--- src/design/ddps_pkg.sv ---
package ddps_pkg;
    // special function register address of the auxiliary control register
    localparam logic [7:0] AUX_CONTROL_ONE_ADDR = 8'ha2;
    // bit positions within the auxiliary control register
    localparam int POINTER_SELECT_BIT = 0;
    localparam int FIXED_ZERO_BIT = 2;
    localparam int USER_FLAG_THREE_BIT = 3;
    localparam int BOOT_ROM_ENABLE_BIT = 5;
    // values after reset
    localparam logic RESET_POINTER_SELECT = 1'b0;
    localparam logic RESET_BOOT_ROM_ENABLE = 1'b0;
    localparam logic RESET_USER_FLAG_THREE = 1'b0;
    localparam logic [15:0] RESET_POINTER = 16'h0000;
    // reserved bits read as this fixed pattern
    localparam logic [7:0] RESERVED_READ = 8'h00;
    // boot rom window
    localparam logic [15:0] BOOT_ROM_BASE = 16'hf800;
    // the switching increment costs this many core clocks
    localparam int INC_SWITCH_CLOCKS = 12;
    localparam int INC_SWITCH_BYTES = 2;
    // pointer operations requested by the core
    typedef enum logic [1:0] {
        DDPS_PTR_NONE,
        DDPS_PTR_LOAD,
        DDPS_PTR_INC
    } ddps_ptr_op_e;
endpackage : ddps_pkg

--- src/design/ddps_sfr_port.sv ---
`timescale 1ns/1ps
`default_nettype none
// sfr-space write/increment decode of the auxiliary control register
module ddps_sfr_port (
    // sfr access from the core
    input wire logic [7:0] i_addr,
    input wire logic i_wr,
    input wire logic i_inc,
    input wire logic [7:0] i_wdata,
    // current register image
    input wire logic [7:0] i_image,
    // decoded update
    output logic o_update,
    output logic [7:0] o_new_value
);
    // register hit; an increment is read-modify-write of the image
    always_comb begin
        o_update = (i_addr == ddps_pkg::AUX_CONTROL_ONE_ADDR) && (i_wr || i_inc);
        if (i_inc) begin
            o_new_value = i_image + 8'h01;
        end else begin
            o_new_value = i_wdata;
        end
    end
endmodule : ddps_sfr_port
`default_nettype wire

--- src/design/ddps_top.sv ---
// block notes
// - two 16-bit pointers, one select bit picks the live one
// - the core sees one control byte at sfr a2
// - control byte layout, msb first:
//     bit 7 reserved, reads 0 here
//     bit 6 reserved, reads 0 here
//     bit 5 boot rom mapping enable
//     bit 4 reserved, reads 0 here
//     bit 3 user flag, no hardware effect
//     bit 2 stuck at zero, never stored
//     bit 1 reserved, reads 0 here
//     bit 0 pointer select
// - increment of the byte is read-modify-write inside the block
// - bit 1 reading zero stops the carry out of bit 0
// - so an increment flips the select and keeps the flag
// - a carry into bit 1 is dropped, bit 1 has no storage
// - software that writes reserved ones gets them dropped
// - reserved bits read zero; callers must not rely on it
// - increment beats write when both strobes arrive together
// - pointer ops use the select as it stood before the edge
// - so a switch and a pointer op in one cycle hit the old pointer
// - the core owns instruction timing; no cycle counter here
// - read data is zero unless the read hit this register
// - read data and hit stand for one cycle only
// - the external pointer output shows the state after the edge
// - the boot enable only leaves the block; decode is elsewhere
// - reset clears select, flag, boot enable and both pointers
// - reset is synchronous, so the clock must run during reset
// - no interrupt, no buffering, no clock enable
// - all state sits in one packed struct, one flop process
// - limitation: pointer op code 3 is ignored, not refused
// - limitation: no read-back path for the pointers over sfr
// - trade-off: registered read data costs a cycle of latency
// - trade-off: gives a clean flop boundary toward the core
`timescale 1ns/1ps
`default_nettype none
module ddps_top (
    // clock and reset
    input wire logic I_CORE_CLK,
    input wire logic I_RESET_N,
    // sfr access from the core
    input wire logic [7:0] I_SFR_ADDR,
    input wire logic I_SFR_WR,
    input wire logic I_SFR_INC,
    input wire logic [7:0] I_SFR_WDATA,
    input wire logic I_SFR_RD,
    output logic [7:0] O_SFR_RDATA,
    output logic O_SFR_HIT,
    // pointer operations from the core
    input wire logic [1:0] I_PTR_OP,
    input wire logic [15:0] I_PTR_WDATA,
    // pointer state
    output logic [15:0] O_EXTERNAL_POINTER,
    output logic [15:0] O_POINTER_ZERO,
    output logic [15:0] O_POINTER_ONE,
    output logic O_POINTER_SELECT,
    output logic O_BOOT_ROM_ENABLE
);
    typedef struct packed {
        logic [15:0] ptr0;
        logic [15:0] ptr1;
        logic sel;
        logic boot;
        logic flag3;
        logic [7:0] rdata;
        logic hit;
        logic [15:0] ext;
    } ddps_state_s;

    ddps_state_s st_q;
    ddps_state_s st_d;
    logic [7:0] image;
    logic upd;
    logic [7:0] newv;
    ddps_pkg::ddps_ptr_op_e op;

    // register image; reserved bits and bit 2 read as zero
    function automatic logic [7:0] ddps_image(input logic sel, input logic boot, input logic flag3);
        logic [7:0] v;
        v = ddps_pkg::RESERVED_READ;
        v[ddps_pkg::POINTER_SELECT_BIT] = sel;
        v[ddps_pkg::FIXED_ZERO_BIT] = 1'b0;
        v[ddps_pkg::USER_FLAG_THREE_BIT] = flag3;
        v[ddps_pkg::BOOT_ROM_ENABLE_BIT] = boot;
        return v;
    endfunction : ddps_image

    // next value of one pointer for the requested op
    // shared by both pointers so their behaviour cannot drift apart
    function automatic logic [15:0] ddps_ptr_next(
        input ddps_pkg::ddps_ptr_op_e op_in,
        input logic [15:0] cur,
        input logic [15:0] wdata
    );
        logic [15:0] nxt;
        nxt = cur;
        unique case (op_in)
            ddps_pkg::DDPS_PTR_LOAD: begin
                // load takes the full word
                nxt = wdata;
            end
            ddps_pkg::DDPS_PTR_INC: begin
                // wraps at the top of external space
                nxt = cur + 16'h0001;
            end
            default: begin
                // none, or the unused code 3: hold
                nxt = cur;
            end
        endcase
        return nxt;
    endfunction : ddps_ptr_next

    // current read image of the control byte
    assign image = ddps_image(st_q.sel, st_q.boot, st_q.flag3);
    // raw op code from the core, code 3 falls to default
    assign op = ddps_pkg::ddps_ptr_op_e'(I_PTR_OP);

    // decode write and increment; the core sequences the 12-clock instruction
    ddps_sfr_port u_port (
        .i_addr(I_SFR_ADDR),
        .i_wr(I_SFR_WR),
        .i_inc(I_SFR_INC),
        .i_wdata(I_SFR_WDATA),
        .i_image(image),
        .o_update(upd),
        .o_new_value(newv)
    );

    // next state
    always_comb begin
        st_d = st_q;
        if (upd) begin
            // carry from bit 0 dies at reserved bit 1, which reads zero, so the flag survives
            st_d.sel = newv[ddps_pkg::POINTER_SELECT_BIT];
            st_d.flag3 = newv[ddps_pkg::USER_FLAG_THREE_BIT];
            st_d.boot = newv[ddps_pkg::BOOT_ROM_ENABLE_BIT];
        end
        // only the selected pointer moves; the other holds
        // old select used, so a same-cycle switch does not race the op
        if (st_q.sel) begin
            st_d.ptr1 = ddps_ptr_next(op, st_q.ptr1, I_PTR_WDATA);
        end else begin
            st_d.ptr0 = ddps_ptr_next(op, st_q.ptr0, I_PTR_WDATA);
        end
        // read strobe only counts on this register's address
        st_d.hit = I_SFR_RD && (I_SFR_ADDR == ddps_pkg::AUX_CONTROL_ONE_ADDR);
        st_d.rdata = st_d.hit ? image : 8'h00;
        // registered copy of the next active pointer, in step with the pointer registers
        st_d.ext = st_d.sel ? st_d.ptr1 : st_d.ptr0;
    end

    // state register, synchronous reset
    // pointer, select, flag and boot reset values come from the package; read data and hit reset to literal zero
    always_ff @(posedge I_CORE_CLK) begin
        if (!I_RESET_N) begin
            st_q.ptr0 <= ddps_pkg::RESET_POINTER;
            st_q.ptr1 <= ddps_pkg::RESET_POINTER;
            st_q.sel <= ddps_pkg::RESET_POINTER_SELECT;
            st_q.boot <= ddps_pkg::RESET_BOOT_ROM_ENABLE;
            st_q.flag3 <= ddps_pkg::RESET_USER_FLAG_THREE;
            st_q.rdata <= 8'h00;
            st_q.hit <= 1'b0;
            st_q.ext <= ddps_pkg::RESET_POINTER;
        end else begin
            st_q <= st_d;
        end
    end

    // outputs straight from flops
    // no logic after the flops, keeps core timing simple
    assign O_SFR_RDATA = st_q.rdata;
    assign O_SFR_HIT = st_q.hit;
    assign O_EXTERNAL_POINTER = st_q.ext;
    assign O_POINTER_ZERO = st_q.ptr0;
    assign O_POINTER_ONE = st_q.ptr1;
    assign O_POINTER_SELECT = st_q.sel;
    assign O_BOOT_ROM_ENABLE = st_q.boot;
endmodule : ddps_top
`default_nettype wire

--- config.mk ---
export PLATFORM = sky130hd
export DESIGN_NAME = ddps_top
export DESIGN_NICKNAME = d
export VERILOG_FILES = /design/src/design/ddps_pkg.sv /design/src/design/ddps_sfr_port.sv /design/src/design/ddps_top.sv
export SDC_FILE = /design/constraint.sdc
export NUM_CORES = 1
export LEC_CHECK = 0
export BUFFER_PORTS_ARGS = -buffer_cell sky130_fd_sc_hd__clkbuf_2
export CAP_MARGIN = 5
export CORE_MARGIN = 3
export CORE_UTILIZATION = 55
export CTS_BUF_LIST = sky130_fd_sc_hd__clkbuf_16
export CTS_CLUSTER_DIAMETER = 100
export DETAILED_ROUTE_END_ITERATION = 7
export HOLD_SLACK_MARGIN = 0.05
export PLACE_DENSITY_LB_ADDON = 0.05
export SYNTH_ARGS = -nofsm -noshare
export SYNTH_HDL_FRONTEND = slang
export SYNTH_SLANG_ARGS = --single-unit
export TNS_END_PERCENT = 100
--- constraint.sdc ---
create_clock -name I_CORE_CLK -period 3.7 [get_ports I_CORE_CLK]
set_input_delay 0.37 -clock I_CORE_CLK [delete_from_list [all_inputs] [get_ports I_CORE_CLK]]
set_output_delay 0.37 -clock I_CORE_CLK [all_outputs]
set_load 0.005 [all_outputs]
* Yosys cells after proc, flatten, opt, wreduce, memory -nomap -nowiden
Index checks and enable logic that the tools add are counted.
** Operators by class
- Muxes and demuxes :: 7
- Div/mod/pow operators :: 0
- Bitwise gates (word level) :: 0
- $add $sub $neg :: 3
- Shift-type cells :: 0
- Reductions and logical operators :: 4
- Multiply operators :: 0
- Equal/unequal tests :: 3
- $lt $le $gt $ge :: 0
** Operators with widths (count)
- 16-bit one-hot mux with 2 select lines :: 2
- 16-bit two-way mux :: 3
- 16-bit by 1-bit adder with 16-bit output, second input constant :: 2
- 8-bit == test, second input constant :: 1
- 6-bit by 1-bit adder with 6-bit output, second input constant :: 1
- 6-bit two-way mux :: 1
- 3-bit two-way mux :: 1
- 2-bit by 1-bit == test with 1-bit output, second input constant :: 1
- 2-bit == test, second input constant :: 1
- 1-bit logical AND :: 2
- 2-bit AND reduction :: 1
- 1-bit logical OR :: 1
** Storage, ports and cells
- Output and inout port bits :: 59
- Bits of input ports :: 39
- RAM bits :: 0
- Memories :: 0
- Flip-flop bits (word level) :: 60
- Latch bits :: 0
- Word-level logic and storage cells :: 26
- Memory bits (read-only) :: 0

* Logic depth before layout (Yosys ltp)
Gate-level depths: netlist of run 1.
- Word-level depth :: 4
- Gate-level depth with buffers :: 9
- Depth with buffers taken out :: 7

* Modules after synthesis
A second synthesis of run 1 with hierarchy kept.
** Second synthesis, totals
- Cells, all modules :: 402
- Area, all modules :: 3171.8 um2
** Modules (own cells, without submodules)
- ddps_top :: sequential area each 1101.1 um2, times used 1, cells an instance 366, area each 2954.1 um2
- ddps_sfr_port :: sequential area each 0.0 um2, times used 1, cells an instance 36, area each 217.7 um2

* Least setup slack after synthesis of run 1
OpenSTA, ideal clock, no wires.
- Kind :: input to register
- Start point :: input port I_PTR_OP[0]
- End point :: register st_q (netlist bit O_EXTERNAL_POINTER[6])
- Data required time :: 3.642 ns
- Stages :: 8
- Buffers on the path :: 1
- Slack :: 1.764 ns
- Arrival :: 1.878 ns
- Library setup time :: 0.058 ns
- Path through :: inv_1 -> ha_1 -> or2_1 -> buf_6 -> or4_1 -> nand2_1 -> a221o_1 -> o211a_1
** On the way
- Cells in the longest elaborated chain, start to end :: 4
- Elaborated cells between the ends (all ways) :: 7
- Those cells by class :: 2 x eq/ne; 5 x mux
** RTL lines
- start, declared :: RTL line ddps_top.sv:50 : input wire logic [1:0] I_PTR_OP,
- 2-bit == test / 2-bit by 1-bit == test with 1-bit output (equally long branches) :: RTL line ddps_top.sv:97 : unique case (op_in)
- 16-bit one-hot mux with 2 select lines :: RTL line ddps_top.sv:97
- 16-bit two-way mux :: RTL line ddps_top.sv:141 : if (st_q.sel) begin
- 16-bit two-way mux * :: RTL line ddps_top.sv:150 : st_d.ext = st_d.sel ? st_d.ptr1 : st_d.ptr0;
- end signal, assigned :: RTL line ddps_top.sv:166 : st_q <= st_d;
- end, declared :: RTL line ddps_top.sv:70 : ddps_state_s st_q;
Every way passes the cells marked *; elsewhere a longest branch is shown, timed or not.
A chain may end at the register's enable or synchronous reset.

* Worst setup path after layout of run 1
- Start point :: register st_q (netlist bit O_POINTER_SELECT)
- End point :: register st_q (netlist bit O_EXTERNAL_POINTER[6])
** On the way
- Cells in the longest elaborated chain, start to end :: 4
- Elaborated cells between the ends (all ways) :: 6
- Those cells by class :: 1 x add/sub; 5 x mux
** RTL lines
- 6-bit by 1-bit adder with 6-bit output :: RTL line ddps_sfr_port.sv:20 : o_new_value = i_image + 8'h01;
- 6-bit two-way mux :: RTL line ddps_sfr_port.sv:19 : if (i_inc) begin
- 3-bit two-way mux :: RTL line ddps_top.sv:133 : if (upd) begin
- 16-bit two-way mux * :: RTL line ddps_top.sv:150
Marks and branches as above.

==> metrics.md, run 1 <==
| Metric | Value |
|---|---|
| R2r setup slk | `1.24 ns` |
| M1 GR Usage | `0.3619` |
| RSZ-0062 raised after global routing | `false` |
| Reg-to-Reg Start | `O_POINTER_SELECT$_SDFF_PN0_` |
| Post-synthesis cell type count | `62` |
| First-pass GRT wire length | `14.24 mm` |
| Gr busiest metal | `met2` |
| GRT Util Overall | `0.2842` |
| Synth Area in Adders | `0.01637` |
| Nets | `483` |
| Vias in the first global route | `2935` |
| Pin count of the biggest net entering global routing | `30` |
| Startpoint Class | `register` |
| Root Buffer | `clkbuf_16` |
| Worst clock skew | `0.005336 ns` |
| Hold depth | `3` |
| Worst Path Required | `3.88 ns` |
| Setup-failing EPs final | `0` |
| Leak | `1.610 nW` |
| Post-CTS Setup Bufs | `0` |
| Clk pin slew, worst setup/hold paths | `0.06 ns` |
| Max Fclk | `0.4072 GHz` |
| Post-synthesis mux area share | `0.03357` |
| CTS tree | `done` |
| Number of enable flip-flop cells after synthesis | `0` |
| Drt first pass iters | `5` |
| Antenna Nets Post-Route | `0` |
| CORE AREA | `5238 um2` |
| Layout cell share with drive strength beyond 1 | `0.2358` |
| Vias | `3213` |
| Total Wirelength | `8.990 mm` |
| Antenna violations before repair | `0` |
| Max VDD drop | `0.0003140 V` |
| Ys Warns | `0` |
| Min cycle time layout | `2.456 ns` |
| CTS Sinks | `55` |
| Largest family of logic cells by synthesized area | `simple AND/OR/NAND/NOR gates` |
| Wire length per cell | `17.59 um` |
| Worst slack, placed | `1.046 ns` |
| Worst hold slack | `0.3088 ns` |
| Worst-path maximum fanout | `24` |
| Initial Util | `0.5836` |
| Die Ht | `80.55 um` |
| Status | `complete, no violations` |
| Max Cap Violations | `0` |
| Slew @ Worst Pin | `0.8653 ns` |
| Htree depth | `2` |
| Half-perimeter wire length after placement | `6.342 mm` |
| Seq/Total Area, Yosys | `0.3602` |
| Simple-gate share of the synthesized area | `0.2824` |
| Reg2reg path depth | `5` |
| Final TNS setup | `0 ns` |
| CP endpoint kind | `register` |
| Slew Viols, Final | `0` |
| Compound-Gate Fraction of Synth Area | `0.2472` |
| Row cnt | `26` |
| Syn_area_per_cell | `8.352 um2` |
| Die area | `6488 um2` |
| Syn-to-layout area delta | `17.93%` |
| GR Util met3 | `0.04709` |
| DR DRC count | `0` |
| Final weighted congestion in routability-driven placement | `0.8607` |
| Mapped Area | `3057 um2` |
| Critical path class | `reg -> reg` |
| Most frequent cells in the layout | `87 x clkbuf_2, 55 x dfxtp_1, 35 x nand2_1, 27 x nor2_1, 22 x o21ai_0` |
| Hold/Removal Path Class | `in -> reg` |
| Xor/xnor cell area share of the yosys netlist | `0` |
| Hold Startpoint | `I_SFR_WDATA[3]` |
| Hold_buf cts | `0` |
| Worst Path Arrival | `2.63 ns` |
| Ant. Diodes | `0` |
| Relative slew margins | `0.4232` |
| Ys flop type | `dfxtp_1` |
| CTS Buf Count | `5` |
| Most common cell after layout, fill and taps aside | `clkbuf_2` |
| Initial DRC Count | `412` |
| DIE WIDTH | `80.55 um` |
| Yosys reg bits | `55` |
| Cell area power density | `344.5 nW/um2` |
| Post-Synthesis Cells | `366` |
| Worst-skew pair later-pin latency | `0.29 ns` |
| Gr ovfl total | `0` |
| Filler cells | `459` |
| Endpoints failing hold | `0` |
| Final WS setup | `1.245 ns` |
| Vias per cell | `6.288` |
| GR Util met2 | `0.4652` |
| Worst R2R End | `O_EXTERNAL_POINTER[6]$_SDFF_PN0_` |
| Boundary Pins | `98` |
| Tcrit/Tclk final | `0.6636` |
| Number of port buffers | `87` |
| Async SR Flop Fraction | `0` |
| CTS resizes | `0` |
| Clock Path Buffers | `2` |
-- cells in the mapped netlist, types with 3 or more instances --
library cell | count | area (um2)
nand2_1 | 35 | 131.4
nor2_1 | 27 | 101.4
nand4_1 | 9 | 56.30
inv_1 | 8 | 30.03
o22a_1 | 4 | 35.03
clkbuf_1 | 9 | 33.78
o22ai_1 | 4 | 25.02
o41ai_1 | 3 | 26.28
nor3_1 | 6 | 30.03
buf_2 | 9 | 45.04
a21oi_1 | 13 | 65.06
a22o_1 | 4 | 35.03
nand3_1 | 11 | 55.05
o21a_1 | 3 | 22.52
o21ai_0 | 22 | 110.1
and3_1 | 7 | 43.79
nand2b_1 | 5 | 31.28
o211a_1 | 8 | 80.08
a2bb2oi_1 | 7 | 61.31
a21boi_0 | 3 | 22.52
o31ai_1 | 6 | 45.04
nor4_1 | 8 | 50.05
and2_1 | 19 | 118.9
buf_4 | 7 | 52.55
ha_1 | 4 | 50.05
a21o_1 | 4 | 30.03
mux2i_1 | 8 | 80.08
dfxtp_1 | 55 | 1101
o311ai_0 | 3 | 26.28
a211oi_1 | 3 | 22.52
a22oi_1 | 5 | 37.54
-- report_power, final --
part | switching [mW] | internal, mW | leakage, nW | total (mW)
combinational | 0.0870 | 0.0675 | 1.09 | 0.154
sequential | 0.0214 | 0.614 | 0.447 | 0.635
clock | 0.207 | 0.245 | 0.0762 | 0.452
total | 0.315 | 0.926 | 1.61 | 1.24
-- flip-flops by register name, indices dropped and copies added (netlist names), named ones only --
name,cells
O_SFR_HIT,1
O_POINTER_ONE,16
O_SFR_RDATA,3
O_EXTERNAL_POINTER,16
O_POINTER_ZERO,16
O_POINTER_SELECT,1
-- through the flow --
step / util / instance area (um2) / instances / total power [mW]
after global routing: 0.6882 / 3605 / 511 / 1.293
final: 0.6882 / 3605 / 511 / 1.242
after detailed placement: 0.6620 / 3467 / 503 / 0.7995
after CTS: 0.6882 / 3605 / 511 / 1.245
after global placement: 0.6620 / 3467 / 503 / 0.7964
after floorplan: - / 3072 / 370 / 0.7410
-- routing by layer --
metal,routed length (um),vias up
met5,0,-
met2,4299,186
met4,342,0
li1,-,1510
met1,3630,1484
met3,717,33
-- cell families (layout without fill, tap and decap cells) --
| logic type | Yosys count | in the layout |
|---|---|---|
| AOI/OAI and AO/OA | 105 | 105 |
| adders and majority gates | 4 | 4 |
| buffers and inverters | 36 | 107 |
| DFF | 55 | 55 |
| muxes | 10 | 10 |
| other | 1 | 5 |
| and+or+nand+nor | 155 | 155 |
-- worst max-delay path, cell delays in order, from the launching register on --
cell      delay (ns)
dfxtp_1         0.82
nand2b_1        0.54
and2_1          0.33
a211oi_1        0.38
nand2_1         0.11
o211a_1         0.17
-- worst max-delay path by stage --
stage / cells after the start / to / slack (ns) / startpoint
2_1_floorplan: 8 / O_EXTERNAL_POINTER[6]$_SDFF_PN0_ / 1.76 / I_PTR_OP[0]
3_3_place_gp: 9 / O_EXTERNAL_POINTER[15]$_SDFF_PN0_ / 1.07 / I_PTR_OP[0]
3_5_place_dp: 8 / O_EXTERNAL_POINTER[5]$_SDFF_PN0_ / 1.05 / I_PTR_OP[0]
4_1_cts: 8 / O_EXTERNAL_POINTER[5]$_SDFF_PN0_ / 1.30 / I_PTR_OP[0]
5_1_grt: 5 / O_EXTERNAL_POINTER[11]$_SDFF_PN0_ / 1.01 / O_POINTER_SELECT$_SDFF_PN0_
6_report: 5 / O_EXTERNAL_POINTER[6]$_SDFF_PN0_ / 1.24 / O_POINTER_SELECT$_SDFF_PN0_
-- area by class of cell --
cell class,count,area [um2],area share
Clock inverter,3,12.51,0.003471
Clock buffer,5,125.1,0.03471
Tap cell,70,87.58,0.02430
Sequential cell,55,1101,0.3055
Timing Repair Buffer,89,450.4,0.1250
Inverter,10,37.54,0.01041
Multi-Input combinational cell,279,1790,0.4967
No activity file was read; power rests on OpenSTA's default activity.
==> run 2, diff against run 1 <==
- CORE_UTILIZATION: 55 -> 46
- clock period: 3.7 -> 2 ns (I/O delays scaled with it)
==> run 2 against run 1 <==
Maximum frequency is 34% higher. Sequential cell count did not move. Non-clock buffer count is 32 higher. Final area grew 9.0%. First-iteration DRC count is 56% lower. Critical path type unchanged. Largest power group unchanged.
==> metrics.md, run 2 (synthesis results as in run 1) <==
| Metric | Value |
|---|---|
| Status | `complete, no violations` |
| Nets | `515 (+6.6%)` |
| Hold depth | `3 (unchanged)` |
| Pin count of the biggest net entering global routing | `21 (-30%)` |
| Hold/Removal Path Class | `in -> reg` |
| Clk pin slew, worst setup/hold paths | `0.07 ns (about the same)` |
| CP endpoint kind | `register` |
| R2r setup slk | `0.17 ns (-1.07 ns)` |
| Cell area power density | `671.5 nW/um2 (+95%)` |
| CTS Buf Count | `5 (unchanged)` |
| Reg2reg path depth | `5 (unchanged)` |
| Vias | `3190 (-0.72%)` |
| RSZ-0062 raised after global routing | `false` |
| Vias in the first global route | `3028 (+3.2%)` |
| Initial Util | `0.4786 (-0.1050)` |
| Number of port buffers | `87 (unchanged)` |
| Clock Path Buffers | `2 (unchanged)` |
| Slew Viols, Final | `0 (unchanged)` |
| Drt first pass iters | `5 (unchanged)` |
| Crit-path slowest cell | `nor4_1` |
| Wire length per cell | `17.18 um (-2.3%)` |
| Gr ovfl total | `0 (unchanged)` |
| Most frequent cells in the layout | `87 x clkbuf_2, 55 x dfxtp_1, 35 x nand2_1, 33 x buf_4, 27 x nor2_1` |
| Register Area | `1101 um2 (unchanged)` |
| Endpoints failing hold | `0 (unchanged)` |
| Hold Startpoint | `I_SFR_WDATA[3]` |
| CP max stage delay | `0.49 ns (-0.33 ns)` |
| Max VDD drop | `0.0004653 V (+48%)` |
| Layout Utilization | `0.6150 (-0.07324)` |
| Root Buffer | `clkbuf_16` |
| Final weighted congestion in routability-driven placement | `0.8547 (-0.70%)` |
| Die Ht | `87.52 um (+8.6%)` |
| Max Cap Violations | `0 (unchanged)` |
| Boundary Pins | `98 (unchanged)` |
| Reg-to-Reg Start | `O_POINTER_ZERO[2]$_SDFF_PN0_` |
| Die area | `7659 um2 (+18%)` |
| CORE AREA | `6386 um2 (+22%)` |
| Worst Path Arrival | `2.04 ns (-0.59 ns)` |
| Most common cell after layout, fill and taps aside | `clkbuf_2` |
| GRT Util Overall | `0.2523 (-0.03186)` |
| Vias per cell | `5.800 (-7.8%)` |
| Row cnt | `29 (+12%)` |
| Tot Pwr | `2.637 mW (+110%)` |
| DIE WIDTH | `87.52 um (+8.6%)` |
| Startpoint Class | `register` |
| Max Fclk | `0.5471 GHz (+34%)` |
| Initial DRC Count | `182 (-56%)` |
| Worst-path maximum fanout | `9 (-63%)` |
| Setup-failing EPs final | `0 (unchanged)` |
| Worst R2R End | `O_EXTERNAL_POINTER[15]$_SDFF_PN0_` |
| Critical path class | `reg -> reg` |
| Min cycle time layout | `1.828 ns (-0.6278 ns)` |
| Worst-skew pair later-pin latency | `0.30 ns (about the same)` |
| Antenna violations before repair | `0 (unchanged)` |
| Layout cell share with drive strength beyond 1 | `0.2939 (+0.05804)` |
| Total Wirelength | `9.449 mm (+5.1%)` |
| First-pass GRT wire length | `15.09 mm (+6.0%)` |
| CTS tree | `done` |
| CP cell instances | `nand4_2 > nor4_1 > mux2i_1 > nor2_1 > nor3_1` |
| Hold_buf cts | `0 (unchanged)` |
| Htree depth | `2 (unchanged)` |
| CTS Sinks | `55 (unchanged)` |
| Antenna Nets Post-Route | `0 (unchanged)` |
| Ant. Diodes | `0 (unchanged)` |
| Worst Path Required | `2.21 ns (-1.67 ns)` |
| Leak | `1.790 nW (+11%)` |
| Half-perimeter wire length after placement | `7.132 mm (+12%)` |
| Tcrit/Tclk final | `0.9139 (+0.2502)` |
| Area of the multi-input gates | `1797 um2 (+0.35%)` |
| DR DRC count | `0 (unchanged)` |
| Syn-to-layout area delta | `28.49%` |
| Filler cells | `582 (+27%)` |
| Worst clock skew | `0.009905 ns (+0.004569 ns)` |
-- run 2: cell type report --
cell class	count	share of cell area
multi-input cells	279	0.4575
well taps	77	0.02453
repair buffers	121	0.1790
inverters	10	0.009557
flip-flops and latches	55	0.2803
clock buffers	5	0.03186
clock inverters	3	0.01720
-- run 2: worst max path at each step --
stage                                              endpoint                    startpoint  cells after the start  slack [ns]
after floorplan            O_EXTERNAL_POINTER[6]$_SDFF_PN0_                   I_PTR_OP[0]                      8        0.23
after global placement     O_EXTERNAL_POINTER[2]$_SDFF_PN0_                   I_PTR_OP[0]                     10       -0.04
after detailed placement   O_EXTERNAL_POINTER[2]$_SDFF_PN0_                   I_PTR_OP[0]                     10       -0.05
after CTS                 O_EXTERNAL_POINTER[12]$_SDFF_PN0_   O_POINTER_ONE[0]$_SDFF_PN0_                      6        0.12
after global routing      O_EXTERNAL_POINTER[15]$_SDFF_PN0_  O_POINTER_ZERO[3]$_SDFF_PN0_                      5        0.05
final                     O_EXTERNAL_POINTER[15]$_SDFF_PN0_  O_POINTER_ZERO[2]$_SDFF_PN0_                      5        0.17
-- run 2: through the flow --
step / hold slack, ns / instances / setup slack [ns] / cell area, um2 / setup TNS, ns
2_1_floorplan: 0.3439 / 370 / 0.2337 / 3072 / 0
3_3_place_gp: 0.4369 / 542 / -0.03552 / 3729 / -0.03552
3_5_place_dp: 0.4422 / 542 / -0.05285 / 3729 / -0.1724
4_1_cts: 0.1391 / 550 / 0.1158 / 3921 / 0
5_1_grt: 0.1661 / 550 / 0.04832 / 3928 / 0
6_report: 0.1417 / 550 / 0.1723 / 3928 / 0
-- run 2: repair_timing --
item                                    4_1_cts  5_1_grt
gates resized for setup                       0        1
setup buffers                                 0        0
endpoints found under the setup margin        0        2
-- run 2: power breakdown --
group | internal [mW] | switching (mW) | total (mW)
Sequential | 1.13 | 0.0309 | 1.17
Combinational | 0.161 | 0.178 | 0.340
Clock | 0.718 | 0.414 | 1.13
Total | 2.01 | 0.624 | 2.64
-- run 2: per-layer routing --
metal	share of wire	up-vias	GRT usage
met5	0	-	0
met4	0.033	0	0.1102
li1	-	1566	-
met1	0.45	1480	0.3387
met3	0.058	19	0.03311
met2	0.46	125	0.4048
-- run 2: worst max-delay path: cells and delay by family (launching register included) --
kind | cells | cell delay (ns)
mux | 1 | 0.28
simple gates | 4 | 0.99
flops | 1 | 0.47
